==> src/irq_prio_pkg.sv <==
// Purpose: Constants for the interrupt priority and source block
// Assumes: 8-bit register port, synchronous active-high reset
// Notes: Offsets are register indices on the plain register port
package irq_prio_pkg;
  // Register map
  localparam logic [3:0] ADDR_PRIO_TWO = 4'h0;
  localparam logic [3:0] ADDR_PRIO_THREE = 4'h1;
  localparam logic [3:0] ADDR_RESET_CAUSE = 4'h2;
  localparam logic [3:0] ADDR_IRQ_CTRL = 4'h3;
  localparam logic [3:0] ADDR_IRQ_CTRL_B = 4'h4;
  localparam logic [3:0] ADDR_IRQ_CTRL_C = 4'h5;
  localparam logic [3:0] ADDR_TIMER_LO = 4'h6;
  localparam logic [3:0] ADDR_TIMER_HI = 4'h7;
  localparam logic [3:0] ADDR_TIMER_CFG = 4'h8;
  localparam logic [3:0] ADDR_SAVED_W = 4'h9;
  localparam logic [3:0] ADDR_SAVED_STATUS = 4'hA;
  localparam logic [3:0] ADDR_SAVED_BANK = 4'hB;
  // Reset values and implemented-bit masks
  localparam logic [7:0] PRIO_TWO_MASK = 8'h95;
  localparam logic [7:0] PRIO_THREE_MASK = 8'h1F;
  localparam logic [7:0] RESET_CAUSE_INIT = 8'h1C;
  localparam logic [7:0] RESET_CAUSE_WMASK = 8'h93;
  localparam logic [7:0] IRQ_CTRL_B_INIT = 8'h75;
  localparam logic [7:0] IRQ_CTRL_C_INIT = 8'hC0;
  // Field positions
  localparam int PRIO_EN_BIT = 7;
  localparam int GLOBAL_IRQ_EN_BIT = 7;
  localparam int PERIPH_IRQ_EN_BIT = 6;
  localparam int T0_EN_BIT = 5;
  localparam int E0_EN_BIT = 4;
  localparam int PC_EN_BIT = 3;
  localparam int T0_FLAG_BIT = 2;
  localparam int E0_FLAG_BIT = 1;
  localparam int PC_FLAG_BIT = 0;
  localparam int EDGE0_BIT = 6;
  localparam int EDGE1_BIT = 5;
  localparam int EDGE2_BIT = 4;
  localparam int T0_PRIO_BIT = 2;
  localparam int PC_PRIO_BIT = 0;
  localparam int E2_PRIO_BIT = 7;
  localparam int E1_PRIO_BIT = 6;
  localparam int E2_EN_BIT = 4;
  localparam int E1_EN_BIT = 3;
  localparam int E2_FLAG_BIT = 1;
  localparam int E1_FLAG_BIT = 0;
  localparam int T0_WIDE_BIT = 0;
  localparam int T0_RUN_BIT = 1;
endpackage

==> src/irq_prio_sources.sv <==
// Purpose: Priority bits, reset-cause register, pin, timer and port-change interrupt sources
// Assumes: Inputs synchronous to ref_clk; single clock; core consumes high/low requests
// Notes: Flag set wins over a software clear in the same cycle
// Operation
// [RULE1] Priority one means high, resets to one
// [RULE2] Second priority register layout, gaps read zero
// [RULE3] Bit three: capture three or direction
// [RULE4] Bit two: capture two or encoder
// [RULE5] PWM, capture one, timer five; top zero
// [RULE6] Priority enable at bit seven, resets zero
// [RULE7] Reset-cause flags; timeout and power-down read-only
// [RULE8] External pins edge triggered, selectable polarity
// [RULE9] Valid edge sets flag; software clears
// [RULE10] Enabled pin wakes; vector only with global
// [RULE11] Ext one, two priority from control C
// [RULE12] Ext zero always high priority
// [RULE13] Timer zero overflow at FFh or FFFFh
// [RULE14] Timer enable bit five, priority control B
// [RULE15] Port B upper nibble change sets flag
// [RULE16] Port-change enable bit three, priority bit zero
// [RULE17] Entry saves working, status, bank registers
// [RULE18] Software saves context without fast return
// [RULE19] Single level needs peripheral enable set
// [RULE20] Priority bits act only when enabled
// [RULE21] Enabled pending source drives its class request
`timescale 1ns/10ps
`default_nettype none
module irq_prio_sources
  import irq_prio_pkg::*;
#(
  parameter int PERIPH_COUNT = 9
) (
  input wire logic ref_clk,
  input wire logic srst,
  input wire logic [3:0] addr,
  input wire logic [7:0] wdata,
  input wire logic wr_stb,
  input wire logic rd_stb,
  output logic [7:0] rdata,
  input wire logic [2:0] ext_pin,
  input wire logic [7:0] port_b_in,
  input wire logic [PERIPH_COUNT-1:0] periph_pending,
  input wire logic quad_encoder_active,
  input wire logic sleep_mode,
  input wire logic wdt_timeout_evt,
  input wire logic sleep_entry_evt,
  input wire logic entry_ack,
  input wire logic [7:0] core_working,
  input wire logic [7:0] core_status,
  input wire logic [7:0] core_bank,
  output logic irq_high,
  output logic irq_low,
  output logic wake_up
);
  // Elaboration check: the steering below is written for nine lines
  if (PERIPH_COUNT != 9) begin : g_count_check
    $error("PERIPH_COUNT must be 9");
  end

  logic [7:0] prio_two_reg;      // Second peripheral priority
  logic [7:0] prio_three_reg;    // Third peripheral priority
  logic [7:0] reset_cause_reg;   // Priority enable and cause flags
  logic [7:0] irq_ctrl_reg;      // Enables and flags
  logic [7:0] irq_ctrl_b_reg;    // Edge selects and priorities
  logic [7:0] irq_ctrl_c_reg;    // Ext one/two priority, enable, flag
  logic [15:0] timer_reg;        // Timer zero count
  logic [1:0] timer_cfg_reg;     // Wide mode and run
  logic [7:0] saved_w_reg;       // Shadow working register
  logic [7:0] saved_status_reg;  // Shadow status
  logic [7:0] saved_bank_reg;    // Shadow bank select
  logic [2:0] ext_prev_reg;      // Last pin levels
  logic [3:0] port_prev_reg;     // Last upper-nibble levels
  logic [2:0] ext_edge;          // Valid edge per pin
  logic port_change;
  logic timer_wrap;
  logic [15:0] timer_next;
  logic [PERIPH_COUNT-1:0] periph_prio;
  logic wr_ctrl;
  logic wr_ctrl_c;

  // Edge qualifying per pin polarity
  always_comb begin
    ext_edge[0] = irq_ctrl_b_reg[EDGE0_BIT] ? (ext_pin[0] & ~ext_prev_reg[0])
                                            : (~ext_pin[0] & ext_prev_reg[0]); // [RULE8]
    ext_edge[1] = irq_ctrl_b_reg[EDGE1_BIT] ? (ext_pin[1] & ~ext_prev_reg[1])
                                            : (~ext_pin[1] & ext_prev_reg[1]); // [RULE8]
    ext_edge[2] = irq_ctrl_b_reg[EDGE2_BIT] ? (ext_pin[2] & ~ext_prev_reg[2])
                                            : (~ext_pin[2] & ext_prev_reg[2]); // [RULE8]
  end

  // Any change on the upper nibble of port B
  assign port_change = |(port_b_in[7:4] ^ port_prev_reg); // [RULE15]

  // Timer wrap: 8-bit unless wide mode selected
  assign timer_next = timer_reg + 16'h0001;
  assign timer_wrap = timer_cfg_reg[T0_RUN_BIT] &
                      (timer_cfg_reg[T0_WIDE_BIT] ? (timer_reg == 16'hFFFF)
                                                  : (timer_reg[7:0] == 8'hFF)); // [RULE13]

  assign wr_ctrl = wr_stb && (addr == ADDR_IRQ_CTRL);
  assign wr_ctrl_c = wr_stb && (addr == ADDR_IRQ_CTRL_C);

  // Input history for edge and change detection
  // Tracks the live levels in reset too, so a pin held high across
  // release does not look like an edge afterwards
  always_ff @(posedge ref_clk) begin
    ext_prev_reg <= ext_pin;
    port_prev_reg <= port_b_in[7:4];
  end

  // Peripheral priority registers; unimplemented bits never store
  always_ff @(posedge ref_clk) begin
    if (srst) begin
      prio_two_reg <= PRIO_TWO_MASK;     // [RULE1]
      prio_three_reg <= PRIO_THREE_MASK; // [RULE1]
    end else if (wr_stb) begin
      if (addr == ADDR_PRIO_TWO) begin
        prio_two_reg <= wdata & PRIO_TWO_MASK; // [RULE2]
      end
      if (addr == ADDR_PRIO_THREE) begin
        prio_three_reg <= wdata & PRIO_THREE_MASK; // [RULE5]
      end
    end
  end

  // Reset-cause register; timeout and power-down cleared by hardware only
  always_ff @(posedge ref_clk) begin
    if (srst) begin
      reset_cause_reg <= RESET_CAUSE_INIT; // [RULE6] [RULE7]
    end else begin
      if (wr_stb && (addr == ADDR_RESET_CAUSE)) begin
        reset_cause_reg <= (reset_cause_reg & ~RESET_CAUSE_WMASK) |
                           (wdata & RESET_CAUSE_WMASK); // [RULE7]
      end
      // Hardware events clear the active-low status bits
      if (wdt_timeout_evt) begin
        reset_cause_reg[3] <= 1'b0; // [RULE7]
      end
      if (sleep_entry_evt) begin
        reset_cause_reg[2] <= 1'b0; // [RULE7]
      end
    end
  end

  // Main control: enables by write, flags set-wins-over-clear
  always_ff @(posedge ref_clk) begin
    if (srst) begin
      irq_ctrl_reg <= 8'h00;
    end else begin
      if (wr_ctrl) begin
        irq_ctrl_reg <= wdata;
      end
      if (timer_wrap) begin
        irq_ctrl_reg[T0_FLAG_BIT] <= 1'b1; // [RULE13]
      end
      if (ext_edge[0]) begin
        irq_ctrl_reg[E0_FLAG_BIT] <= 1'b1; // [RULE9]
      end
      if (port_change) begin
        irq_ctrl_reg[PC_FLAG_BIT] <= 1'b1; // [RULE15]
      end
    end
  end

  // Secondary control registers
  always_ff @(posedge ref_clk) begin
    if (srst) begin
      irq_ctrl_b_reg <= IRQ_CTRL_B_INIT;
      irq_ctrl_c_reg <= IRQ_CTRL_C_INIT;
    end else begin
      if (wr_stb && (addr == ADDR_IRQ_CTRL_B)) begin
        irq_ctrl_b_reg <= wdata;
      end
      if (wr_ctrl_c) begin
        irq_ctrl_c_reg <= wdata;
      end
      if (ext_edge[1]) begin
        irq_ctrl_c_reg[E1_FLAG_BIT] <= 1'b1; // [RULE9]
      end
      if (ext_edge[2]) begin
        irq_ctrl_c_reg[E2_FLAG_BIT] <= 1'b1; // [RULE9]
      end
    end
  end

  // Timer zero counter; software may load either byte
  always_ff @(posedge ref_clk) begin
    if (srst) begin
      timer_reg <= 16'h0000;
      timer_cfg_reg <= 2'h0;
    end else if (wr_stb && (addr == ADDR_TIMER_LO)) begin
      timer_reg[7:0] <= wdata;
    end else if (wr_stb && (addr == ADDR_TIMER_HI)) begin
      timer_reg[15:8] <= wdata;
    end else if (wr_stb && (addr == ADDR_TIMER_CFG)) begin
      timer_cfg_reg <= wdata[1:0];
    end else if (timer_cfg_reg[T0_RUN_BIT]) begin
      // In 8-bit mode the high byte holds still
      if (timer_cfg_reg[T0_WIDE_BIT]) begin
        timer_reg <= timer_next; // [RULE13]
      end else begin
        timer_reg[7:0] <= timer_next[7:0]; // [RULE13]
      end
    end
  end

  // Shadow copy of core context on interrupt entry
  always_ff @(posedge ref_clk) begin
    if (srst) begin
      saved_w_reg <= 8'h00;
      saved_status_reg <= 8'h00;
      saved_bank_reg <= 8'h00;
    end else if (entry_ack) begin
      saved_w_reg <= core_working;    // [RULE17]
      saved_status_reg <= core_status; // [RULE17]
      saved_bank_reg <= core_bank;     // [RULE17]
    end
  end

  // Bit 3 and 2 of the third register follow the encoder when active
  always_comb begin
    periph_prio[0] = prio_two_reg[7];
    periph_prio[1] = prio_two_reg[4];
    periph_prio[2] = prio_two_reg[2];
    periph_prio[3] = prio_two_reg[0];
    periph_prio[4] = prio_three_reg[4];
    periph_prio[5] = prio_three_reg[3]; // [RULE3]
    periph_prio[6] = prio_three_reg[2]; // [RULE4]
    periph_prio[7] = prio_three_reg[1];
    periph_prio[8] = prio_three_reg[0];
  end

  // Request steering to the core
  logic prio_en;
  logic global_irq_enable;
  logic [3:0] src_pend;
  logic [2:0] src_prio;
  logic periph_hi;
  logic periph_lo;
  assign prio_en = reset_cause_reg[PRIO_EN_BIT];
  assign global_irq_enable = irq_ctrl_reg[GLOBAL_IRQ_EN_BIT];
  assign src_pend[0] = irq_ctrl_reg[E0_FLAG_BIT] & irq_ctrl_reg[E0_EN_BIT];
  assign src_pend[1] = irq_ctrl_c_reg[E1_FLAG_BIT] & irq_ctrl_c_reg[E1_EN_BIT];
  assign src_pend[2] = irq_ctrl_c_reg[E2_FLAG_BIT] & irq_ctrl_c_reg[E2_EN_BIT];
  assign src_pend[3] = (irq_ctrl_reg[T0_FLAG_BIT] & irq_ctrl_reg[T0_EN_BIT]) |
                       (irq_ctrl_reg[PC_FLAG_BIT] & irq_ctrl_reg[PC_EN_BIT]);
  assign src_prio[0] = 1'b1; // [RULE12]
  assign src_prio[1] = irq_ctrl_c_reg[E1_PRIO_BIT]; // [RULE11]
  assign src_prio[2] = irq_ctrl_c_reg[E2_PRIO_BIT]; // [RULE11]
  assign periph_hi = |(periph_pending & periph_prio);
  assign periph_lo = |(periph_pending & ~periph_prio);

  always_comb begin
    if (!global_irq_enable) begin
      irq_high = 1'b0;
      irq_low = 1'b0;
    end else if (prio_en) begin
      // Two levels: each source goes to its class; low needs the peripheral enable
      irq_high = |(src_pend[2:0] & src_prio[2:0]) | periph_hi |
                 (irq_ctrl_reg[T0_FLAG_BIT] & irq_ctrl_reg[T0_EN_BIT] &
                  irq_ctrl_b_reg[T0_PRIO_BIT]) |
                 (irq_ctrl_reg[PC_FLAG_BIT] & irq_ctrl_reg[PC_EN_BIT] &
                  irq_ctrl_b_reg[PC_PRIO_BIT]); // [RULE14] [RULE16] [RULE21]
      irq_low = irq_ctrl_reg[PERIPH_IRQ_EN_BIT] &
                (|(src_pend[2:0] & ~src_prio[2:0]) | periph_lo |
                 (irq_ctrl_reg[T0_FLAG_BIT] & irq_ctrl_reg[T0_EN_BIT] &
                  ~irq_ctrl_b_reg[T0_PRIO_BIT]) |
                 (irq_ctrl_reg[PC_FLAG_BIT] & irq_ctrl_reg[PC_EN_BIT] &
                  ~irq_ctrl_b_reg[PC_PRIO_BIT])); // [RULE21]
    end else begin
      // Single level: priorities ignored, peripherals need their enable
      irq_high = |src_pend | (irq_ctrl_reg[PERIPH_IRQ_EN_BIT] & (|periph_pending)); // [RULE20] [RULE19]
      irq_low = 1'b0;
    end
  end

  // Wake needs only the enables, not the global enable
  assign wake_up = sleep_mode & (|src_pend[2:0]); // [RULE10]

  // Read data, one cycle after the strobe
  always_ff @(posedge ref_clk) begin
    if (srst) begin
      rdata <= 8'h00;
    end else if (rd_stb) begin
      case (addr)
        ADDR_PRIO_TWO: rdata <= prio_two_reg & PRIO_TWO_MASK;
        ADDR_PRIO_THREE: rdata <= prio_three_reg & PRIO_THREE_MASK;
        ADDR_RESET_CAUSE: rdata <= reset_cause_reg & 8'h9F;
        ADDR_IRQ_CTRL: rdata <= irq_ctrl_reg;
        ADDR_IRQ_CTRL_B: rdata <= irq_ctrl_b_reg;
        ADDR_IRQ_CTRL_C: rdata <= irq_ctrl_c_reg;
        ADDR_TIMER_LO: rdata <= timer_reg[7:0];
        ADDR_TIMER_HI: rdata <= timer_reg[15:8];
        ADDR_TIMER_CFG: rdata <= {6'h00, timer_cfg_reg};
        ADDR_SAVED_W: rdata <= saved_w_reg;
        ADDR_SAVED_STATUS: rdata <= saved_status_reg;
        ADDR_SAVED_BANK: rdata <= saved_bank_reg;
        default: rdata <= 8'h00;
      endcase
    end else begin
      rdata <= 8'h00;
    end
  end

  // Checks
  property p_prio_reset;
    @(posedge ref_clk) $fell(srst) |-> (prio_two_reg == PRIO_TWO_MASK);
  endproperty
  a_prio_reset: assert property (p_prio_reset) else $error("priority reset wrong"); // [RULE1]

  property p_prio_two_gaps;
    @(posedge ref_clk) disable iff (srst) (prio_two_reg & 8'h6A) == 8'h00;
  endproperty
  a_prio_two_gaps: assert property (p_prio_two_gaps) else $error("gap bits set"); // [RULE2]

  property p_prio_three_gaps;
    @(posedge ref_clk) disable iff (srst) prio_three_reg[7:5] == 3'h0;
  endproperty
  a_prio_three_gaps: assert property (p_prio_three_gaps) else $error("top bits set"); // [RULE5]

  property p_ext0_flag;
    @(posedge ref_clk) disable iff (srst) ext_edge[0] |=> irq_ctrl_reg[E0_FLAG_BIT];
  endproperty
  a_ext0_flag: assert property (p_ext0_flag) else $error("ext zero flag lost"); // [RULE9]

  property p_rise_edge;
    @(posedge ref_clk) disable iff (srst)
      (irq_ctrl_b_reg[EDGE1_BIT] && !ext_prev_reg[1] && ext_pin[1]) |=> irq_ctrl_c_reg[E1_FLAG_BIT];
  endproperty
  a_rise_edge: assert property (p_rise_edge) else $error("rising edge missed"); // [RULE8]

  property p_timer_wrap;
    @(posedge ref_clk) disable iff (srst)
      (timer_cfg_reg == 2'h2 && timer_reg[7:0] == 8'hFF && !wr_stb) |=> irq_ctrl_reg[T0_FLAG_BIT];
  endproperty
  a_timer_wrap: assert property (p_timer_wrap) else $error("overflow flag missed"); // [RULE13]

  property p_port_change;
    @(posedge ref_clk) disable iff (srst)
      ($past(port_b_in[7:4]) != port_b_in[7:4]) |=> irq_ctrl_reg[PC_FLAG_BIT];
  endproperty
  a_port_change: assert property (p_port_change) else $error("change flag missed"); // [RULE15]

  property p_ext0_high;
    @(posedge ref_clk) disable iff (srst) (global_irq_enable && src_pend[0]) |-> irq_high;
  endproperty
  a_ext0_high: assert property (p_ext0_high) else $error("ext zero not high"); // [RULE12]

  property p_single_level;
    @(posedge ref_clk) disable iff (srst) !prio_en |-> !irq_low;
  endproperty
  a_single_level: assert property (p_single_level) else $error("low request without levels"); // [RULE20]

  property p_shadow;
    @(posedge ref_clk) disable iff (srst) entry_ack |=> (saved_w_reg == $past(core_working));
  endproperty
  a_shadow: assert property (p_shadow) else $error("shadow not saved"); // [RULE17]

  // Encoder active: bit three still steers the shared line
  property p_dir_class;
    @(posedge ref_clk) disable iff (srst)
      (global_irq_enable && prio_en && quad_encoder_active && periph_pending[5] &&
       prio_three_reg[3]) |-> irq_high;
  endproperty
  a_dir_class: assert property (p_dir_class) else $error("dir class wrong"); // [RULE3]

  // Capture mode: a cleared bit two sends capture two to the low class
  property p_cap_two_class;
    @(posedge ref_clk) disable iff (srst)
      (global_irq_enable && prio_en && !quad_encoder_active && periph_pending[6] &&
       irq_ctrl_reg[PERIPH_IRQ_EN_BIT] && !prio_three_reg[2]) |-> irq_low;
  endproperty
  a_cap_two_class: assert property (p_cap_two_class) else $error("cap two class wrong"); // [RULE4]

  // Timer overflow with a cleared priority bit goes low
  property p_timer_class;
    @(posedge ref_clk) disable iff (srst)
      (global_irq_enable && prio_en && irq_ctrl_reg[T0_FLAG_BIT] && irq_ctrl_reg[T0_EN_BIT] &&
       irq_ctrl_reg[PERIPH_IRQ_EN_BIT] && !irq_ctrl_b_reg[T0_PRIO_BIT]) |-> irq_low;
  endproperty
  a_timer_class: assert property (p_timer_class) else $error("timer class wrong"); // [RULE14]

  // Port change with its priority bit set goes high
  property p_change_class;
    @(posedge ref_clk) disable iff (srst)
      (global_irq_enable && prio_en && irq_ctrl_reg[PC_FLAG_BIT] && irq_ctrl_reg[PC_EN_BIT] &&
       irq_ctrl_b_reg[PC_PRIO_BIT]) |-> irq_high;
  endproperty
  a_change_class: assert property (p_change_class) else $error("change class wrong"); // [RULE16]
endmodule
`default_nettype wire

==> config.mk <==
export PLATFORM = sky130hd
export DESIGN_NAME = irq_prio_sources
export DESIGN_NICKNAME = d
export VERILOG_FILES = /design/src/irq_prio_pkg.sv /design/src/irq_prio_sources.sv
export SDC_FILE = /design/constraint.sdc
export NUM_CORES = 1
export LEC_CHECK = 0
export BUFFER_PORTS_ARGS = -buffer_cell sky130_fd_sc_hd__buf_2
export CORE_MARGIN = 4
export CORE_UTILIZATION = 52
export DETAILED_ROUTE_END_ITERATION = 10
export PLACE_DENSITY_LB_ADDON = 0.2
export SLEW_MARGIN = 25
export SYNTH_ARGS = -nofsm -noshare
export SYNTH_HDL_FRONTEND = slang
export SYNTH_SLANG_ARGS = --single-unit
export TNS_END_PERCENT = 1
==> constraint.sdc <==
create_clock -name ref_clk -period 1.75 [get_ports ref_clk]
set_input_delay 0.35 -clock ref_clk [delete_from_list [all_inputs] [get_ports ref_clk]]
set_output_delay 0.35 -clock ref_clk [all_outputs]
set_load 0.005 [all_outputs]
==> flow_summary.yaml, run 1 <==
clock_network:
  clkTransAtPathRegs_ps: 100
  clkLatencyLatePin_ps: 380
  hold_buffers: 0
  cts_tree: "yes"
  cts.sinks: 96
  cts_buffer_depth: 2
  cts_buffers: 9
  htree_levels: 3
  cts_root_buffer: "clkbuf_8"
yosys:
  synth-edff-count: 0
  syn-num-nets: 654
  ys_warn_count: 0
  synth.avg_cell_area_sq_um: 8.42
  syn-instance-count: 588
  synth_ff_type: "dfxtp_1"
  yosysUniqueCellTypes: 62
  yosys_register_bits: 96
  syn_area_sq_um: 4950
  ys_seq_area_share_pct: 38.8
  async_flop_share_pct: 0
placed_design:
  gp_congestion: 0.919
  dp.cells: 818
  dp_hpwl_um: 12100
  io_buffers: 70
timing:
  hold_viol_final: 0
  finalMaxSlewViolations: 0
  fin_crit_sh_pct: 113
  relSlewSlack_pct: 59.4
  tightest_slew_ps: 610
  fmax_mhz: 507
  skew_ps: 9.82
  timing.final.ws_setup_ps: -221
  rsz0062_at_grt: "yes"
  hold_ws_ps: 87.5
  fin_crit_ps: 1970
  setup_viol: 4
routing:
  drc: 0
  wl_per_cell_um: 19.1
  drt_pass1_iterations: 6
  vias: 5019
  ant_nets: 0
  wl_um: 16100
  viasPerCell: 5.95
  top_layer: "met4"
  drt_iter0_drc: 323
  met2_length_um: 7200
  met3_length_um: 1400
  wl_met1_um: 7080
die:
  rows: 35
  dieArea_sq_um: 11100
  io_pins: 76
  die_w_um: 106
  fp.coreArea_sq_um: 9240
  start_util_pct: 53.6
  die_h_um: 106
global_route:
  grt_pass1_vias: 4730
  globalRouteTotalUtil_pct: 28.6
  overflow: 0
  antenna_found_initial: 0
  grt_max_degree: 54
  grt_pass1_wl_um: 25100
run_status:
  violations: "negative setup slack"
  status: "finished, violations left"
setup_path:
  r2r_slack_ps: -90
  cp.required_ps: 1400
  crit_type: "reg2out"
  cp.buffers_inverters: 1
  cpPeakStageDelay_ps: 370
  path_delay_family: "compound AO/OA/AOI/OAI gates"
  start_kind: "flip-flop"
  endpoint_kind: "primary output"
  cp.arrival_ps: 1620
  cp_max_fo: 4
  crit_path_top_delay_cell: "dfxtp_4"
  crit_chain: "a222oi_1 -> nand4_1 -> o211a_1 -> buf_2"
run:
  max_cap_viol_count: 0
finish:
  drive_above_1_share_pct: 30.2
  largest_register_ffs: 16
  fin_util_pct: 67.7
  stdcell_count: 843
  fin_nets: 774
  syn_to_final_growth_pct: 26.4
power_and_ir_drop:
  irDropWorstVdd_mv: 0.662
  p_leak_nw: 2.56
  power_density_nw_per_um2: 707
hold_path:
  min_path_type: "in2reg"
cell families after synthesis:
group	count (synthesis)	synth area share [%]
AOI/OAI and AO/OA	155	21.5
xor gates and xnor gates	4	0.708
adders and majority gates	1	0.253
buffers and inverters	60	4.90
DFF	96	38.8
muxes	54	11.4
and+or+nand+nor	218	22.4
through the flow:
| step | cell area (sq um) | setup TNS, ps | total power [W] | setup WS, ps |
|---|---|---|---|---|
| finish | 6260 | -587 | 0.00443 | -221 |
| global route | 6260 | -897 | 0.00461 | -297 |
| CTS | 6210 | -562 | 0.00444 | -198 |
| detailed placement | 5900 | -1010 | 0.00294 | -147 |
| global placement | 5900 | -321 | 0.00292 | -97.7 |
| floorplan | 4980 | -28.3 | 0.00266 | -28.3 |
worst paths after layout:
path | from | endpoint | depth (start not counted)
worst max-delay path | irq_ctrl_reg[1] | irq_high | 4
worst max register to register | timer_reg[1] | timer_reg[14] | 6
worst min register to register | irq_ctrl_b_reg[3] | irq_ctrl_b_reg[3] | 2
worst min-delay path | port_b_in[5] | port_prev_reg[1] | 1
cell usage after synthesis, types with 5 or more instances:
cell type	number	share of area, %
nor2b_1	10	1.3
a21oi_1	43	4.3
a22o_1	10	1.8
o21ai_0	24	2.4
nand4_1	6	0.76
mux2i_1	45	9.1
or3_1	5	0.63
a31oi_1	6	0.76
a21o_1	9	1.4
nor3_1	11	1.1
nand3b_1	18	2.7
and3_1	6	0.76
dfxtp_1	96	39
a211o_1	7	1.2
clkbuf_1	26	2.0
buf_2	11	1.1
nand2_1	59	4.5
mux2_2	8	1.8
a22oi_1	10	1.5
nand3_1	27	2.7
nor2_1	50	3.8
inv_1	18	1.4
area by class of cell:
cell class	instances	area, sq um
antenna	1	2.50
timing repair buffer	151	1000
inverter	18	67.6
multi-input combinational	432	2860
fill	816	2980
clock buffer	9	124
tap	129	161
sequential	96	1960
clock inverter	7	78.8
what timing repair did:
action,in CTS,in global routing
setup buffers,7,1
gates resized for setup,20,11
setup endpoints to repair,6,8
pin swaps,6,7
placed cells by master (no fill, tap or decap), drive strengths merged, types with 11 or more instances in the layout:
cell type,n
a21oi,43
buf,151
dfxtp,96
inv,21
mux2i,45
nand2,59
nand3,29
nand3b,19
nor2,50
nor2b,12
nor3,11
o21ai,25
power breakdown:
part	switching, W	internal [W]	total, W
logic	0.000328	0.000271	0.000599
registers	0.0000567	0.00225	0.00231
clock network	0.000841	0.000678	0.00152
total	0.00122	0.00320	0.00443
metal layers:
| metal | track usage, % | vias to the layer above |
|---|---|---|
| li1 | - | 2388 |
| met1 | 38.8 | 2385 |
| met2 | 44.9 | 211 |
| met3 | 7.59 | 35 |
| met4 | 8.51 | 0 |
| met5 | 0 | - |
No activity file was read; power rests on OpenSTA's default activity.
==> run 2: changes to the inputs <==
- RECOVER_POWER: default -> 100
==> run 2 against run 1 <==
The run still ends with negative setup slack left; worst hold slack improved by 16 ps; clock skew decreased by 2.0 ps; core utilization decreased by 0.80 points; clock power about the same; combinational power decreased by 2%; wire length about the same; first-iteration DRC count increased by 0.93%; count of clock-buffer cells in the layout unchanged; worst setup slack got worse by 16 ps; register-to-register slack about the same; critical endpoint unchanged; largest cell class unchanged; largest power group unchanged.
==> flow_summary.yaml, run 2 (same netlist as run 1, synthesis figures left out) <==
run_status:
  status: "finished, violations left"
  violations: "negative setup slack"
power_and_ir_drop:
  switching_share_pct: 27.7
  power_density_nw_per_um2: 713
  internal_power_w: 0.00319
  p_comb_share_pct: 13.3
  total_power_w: 0.00441
  irDropWorstVdd_mv: 0.658
  netSwitchingPower_w: 0.00122
  seq_power_share_pct: 52.4
  p_leak_nw: 2.49
  clock_power_share_pct: 34.3
die:
  die_h_um: 106
  dieArea_sq_um: 11100
  rows: 35
  io_pins: 76
  fp.coreArea_sq_um: 9240
  die_w_um: 106
  start_util_pct: 53.6
placed_design:
  post-place-ws_ps: -147
  gp_congestion: 0.919
  dp_hpwl_um: 12100
  io_buffers: 70
  place_area_sq_um: 5900
routing:
  wl_um: 16100
  ant_nets: 0
  wl_per_cell_um: 19.1
  viasPerCell: 5.94
  drc: 0
  vias: 5000
  drt_iter0_drc: 326
  drt_pass1_iterations: 5
setup_path:
  timing.rr.start: "timer_reg[1]"
  cp.required_ps: 1400
  reg2reg_depth: 6
  cp.arrival_ps: 1640
  crit_chain: "a222oi_1 -> nand4_1 -> o211a_1 -> buf_2"
  r2r_slack_ps: -100
  cp_max_fo: 4
  start_kind: "flip-flop"
  endpoint_kind: "primary output"
  cpPeakStageDelay_ps: 370
  r2r-end: "timer_reg[14]"
  crit_path_top_delay_cell: "dfxtp_4"
  crit_type: "reg2out"
hold_path:
  whs_endpoint: "port_prev_reg[2]"
  min_path_type: "in2reg"
  min_from: "port_b_in[6]"
  hold_depth: 1
finish:
  fin_nets: 774
  fin_util_pct: 66.9
  final_common_cell: "dfxtp_1"
  drive_above_1_share_pct: 27.1
  largest_register_ffs: 16
  syn_to_final_growth_pct: 24.9
  layout_common_cells: "dfxtp_1 (79), buf_4 (64), nand2_1 (59)"
  final_area_sq_um: 6180
  antennaDiodeCount: 0
clock_network:
  cts_buffer_depth: 2
  htree_levels: 3
  cts_root_buffer: "clkbuf_8"
  cts.sinks: 96
  cts_buffers: 9
  cts_tree: "yes"
  clkLatencyLatePin_ps: 380
  clkTransAtPathRegs_ps: 100
timing:
  hold_viol_final: 0
  relSlewSlack_pct: 57.0
  timing.final.ws_setup_ps: -237
  skew_ps: 7.87
  finalMaxSlewViolations: 0
  tightest_slew_ps: 645
  rsz0062_at_grt: "yes"
  setup_viol: 4
  fin_crit_ps: 1990
  fmax_mhz: 503
  setup-tns-final_ps: -600
  fin_crit_sh_pct: 114
global_route:
  grt_pass1_wl_um: 25100
  overflow: 0
  grt_max_degree: 54
  antenna_found_initial: 0
  grt_pass1_vias: 4730
  globalRouteTotalUtil_pct: 28.6
run:
  max_cap_viol_count: 0
==> run 2: how the worst max path moves through the flow <==
stage               depth (start not counted)            start             to  slack (ps)
floorplan                                   6     timer_reg[1]  timer_reg[14]         -30
global placement                            6     timer_reg[1]  timer_reg[14]        -100
detailed placement                          6          addr[2]   timer_reg[7]        -150
CTS                                         4  irq_ctrl_reg[4]       irq_high        -200
global route                                4  irq_ctrl_reg[1]       irq_high        -300
finish                                      4  irq_ctrl_reg[1]       irq_high        -240
==> run 2: power groups by stage <==
stage / clock, W / combinational (W) / sequential, W
after global routing: 0.00165 / 0.000634 / 0.00232
after CTS: 0.00154 / 0.000586 / 0.00231
final: 0.00151 / 0.000586 / 0.00231
after global placement: 0 / 0.000559 / 0.00236
after floorplan: 0 / 0.000321 / 0.00234
after detailed placement: 0 / 0.000572 / 0.00236
==> run 2: worst max-delay path, delay by kind of cell (launching register included) <==
kind,cells,cell delay (ps)
compound gates,2,610
buf+inv,1,120
flops,1,370
simple gates,1,150
==> run 2: metal layers <==
| metal | vias up | share of wire [%] | global-route usage, % |
|---|---|---|---|
| met5 | - | 0 | 0 |
| met4 | 0 | 2.8 | 8.51 |
| met3 | 40 | 8.5 | 7.59 |
| met2 | 214 | 45 | 44.9 |
| met1 | 2356 | 44 | 38.8 |
| li1 | 2390 | - | - |
==> run 2: area by class of cell <==
cell class                      instances  area (sq um)
Multi-Input combinational cell        432          2840
Clock inverter                          7          78.8
Inverter                               18          67.6
Sequential cell                        96          1960
Fill cell                             836          3060
Timing Repair Buffer                  151           955
Clock buffer                            9           124
Tap cell                              129           161
==> run 2: stage by stage <==
step / instances / hold WS, ps
2_1_floorplan: 588 / 378
3_3_place_gp: 818 / 443
3_5_place_dp: 818 / 449
4_1_cts: 841 / 75.5
5_1_grt: 842 / 83.8
6_report: 842 / 103
==> run 2: timing repair <==
action | CTS | global route
gates resized for setup | 20 | 11
setup endpoints to repair | 6 | 8
hold buffers | 0 | 0
setup buffers | 7 | 1
pin swaps | 6 | 7
==> run 3: changes to the inputs <==
- HOLD_SLACK_MARGIN: default -> 0.12
==> run 3 against run 2 <==
The run still ends with negative setup slack left; clock power barely moved; cell count rose by 0.83%; global-route usage rose by 0.34 points; sequential share of layout area fell by 0.35 points.
==> flow_summary.yaml, run 3 (same netlist as run 1, synthesis figures left out) <==
timing:
  rsz0062_at_grt: "yes"
  fin_crit_sh_pct: 113
  hold_ws_ps: 202
  setup_viol: 4
  hold_viol_final: 0
  relSlewSlack_pct: 56.9
  timing.final.ws_setup_ps: -228
  skew_ps: 8.00
  tightest_slew_ps: 646
  fin_crit_ps: 1980
  finalMaxSlewViolations: 0
  fmax_mhz: 506
die:
  rows: 35
  io_pins: 76
  die_h_um: 106
  fp.coreArea_sq_um: 9240
  start_util_pct: 53.6
  die_w_um: 106
  dieArea_sq_um: 11100
finish:
  stdcell_count: 849
  final_area_sq_um: 6250
  layout_common_cells: "dfxtp_1 (79), buf_4 (64), nand2_1 (59)"
  antennaDiodeCount: 0
  fill_cells: 825
  fin_nets: 781
  syn_to_final_growth_pct: 26.3
  largest_register_ffs: 16
  final_common_cell: "dfxtp_1"
  drive_above_1_share_pct: 26.8
clock_network:
  cts_root_buffer: "clkbuf_8"
  clkTransAtPathRegs_ps: 100
  cts_buffers: 9
  htree_levels: 3
  cts_tree: "yes"
  clkLatencyLatePin_ps: 380
  cts.sinks: 96
  cts_buffer_depth: 2
routing:
  viasPerCell: 5.92
  drt_pass1_iterations: 5
  ant_nets: 0
  wl_um: 16200
  drt_iter0_drc: 289
  wl_per_cell_um: 19.1
  vias: 5027
  drc: 0
setup_path:
  cp.arrival_ps: 1630
  cp.required_ps: 1400
  cp_max_fo: 4
  cpPeakStageDelay_ps: 370
  path_delay_family: "compound AO/OA/AOI/OAI gates"
  start_kind: "flip-flop"
  endpoint_kind: "primary output"
  r2r_slack_ps: -100
  cp.buffers_inverters: 1
  crit_path_top_delay_cell: "dfxtp_4"
  crit_chain: "a222oi_1 -> nand4_1 -> o211a_1 -> buf_2"
  crit_type: "reg2out"
run_status:
  status: "finished, violations left"
  violations: "negative setup slack"
power_and_ir_drop:
  p_leak_nw: 2.52
  irDropWorstVdd_mv: 0.681
  total_power_w: 0.00442
  power_density_nw_per_um2: 706
hold_path:
  min_path_type: "in2reg"
placed_design:
  place_area_sq_um: 5900
  dp_hpwl_um: 12100
  dp.cells: 818
  gp_congestion: 0.919
  io_buffers: 70
global_route:
  grt_pass1_vias: 4781
  grt_max_degree: 54
  antenna_found_initial: 0
  grt_pass1_wl_um: 25400
  overflow: 0
  globalRouteTotalUtil_pct: 29.0
run:
  max_cap_viol_count: 0
run 3: routing by layer:
metal | share of wire (%) | up-vias | track usage, %
li1 | - | 2400 | -
met1 | 44 | 2382 | 39.1
met2 | 46 | 210 | 45.5
met3 | 7.9 | 35 | 7.65
met4 | 2.3 | 0 | 8.51
met5 | 0 | - | 0
run 3: repair_timing:
item / in CTS / in global routing
endpoints found under the setup margin: 6 / 8
pin swaps: 6 / 7
gates resized for setup: 20 / 11
setup buffers: 7 / 1
hold buffers: 7 / 0
endpoints found under the hold margin: 7 / 0
run 3: final timing paths:
path / end / cells after the start / startpoint
hold / removal: saved_bank_reg[4] / 3 / core_bank[4]
setup / recovery: irq_high / 4 / irq_ctrl_reg[1]
setup reg to reg: timer_reg[14] / 6 / timer_reg[1]
hold reg to reg: irq_ctrl_b_reg[3] / 2 / irq_ctrl_b_reg[3]
run 3: power by group:
part	switching [W]	leakage (nW)	internal (W)	total [W]
clock	0.000830	0.0998	0.000678	0.00151
sequential	0.0000571	0.791	0.00225	0.00231
combinational	0.000328	1.63	0.000270	0.000598
total	0.00122	2.52	0.00320	0.00442
run 3: through the flow:
stage	worst slack, ps	TNS, ps	util, %
after floorplan	-28.3	-28.3	-
after global placement	-97.7	-321	63.9
after detailed placement	-147	-1010	63.9
after CTS	-198	-562	68.0
after global routing	-297	-1610	67.7
final	-228	-606	67.7
run 3: tightest hold or removal path, cell delays in order:
cell and delay, ps:
buf_2 70, mux2i_1 60, nor2_1 70
run 3: area by class of cell:
type	instances	area [sq um]	share of cell area, %
multi-input cells	432	2840	45.4
flip-flops and latches	96	1960	31.3
repair buffers	158	1020	16.4
well taps	129	161	2.58
clock buffers	9	124	1.98
clock inverters	7	78.8	1.26
inverters	18	67.6	1.08
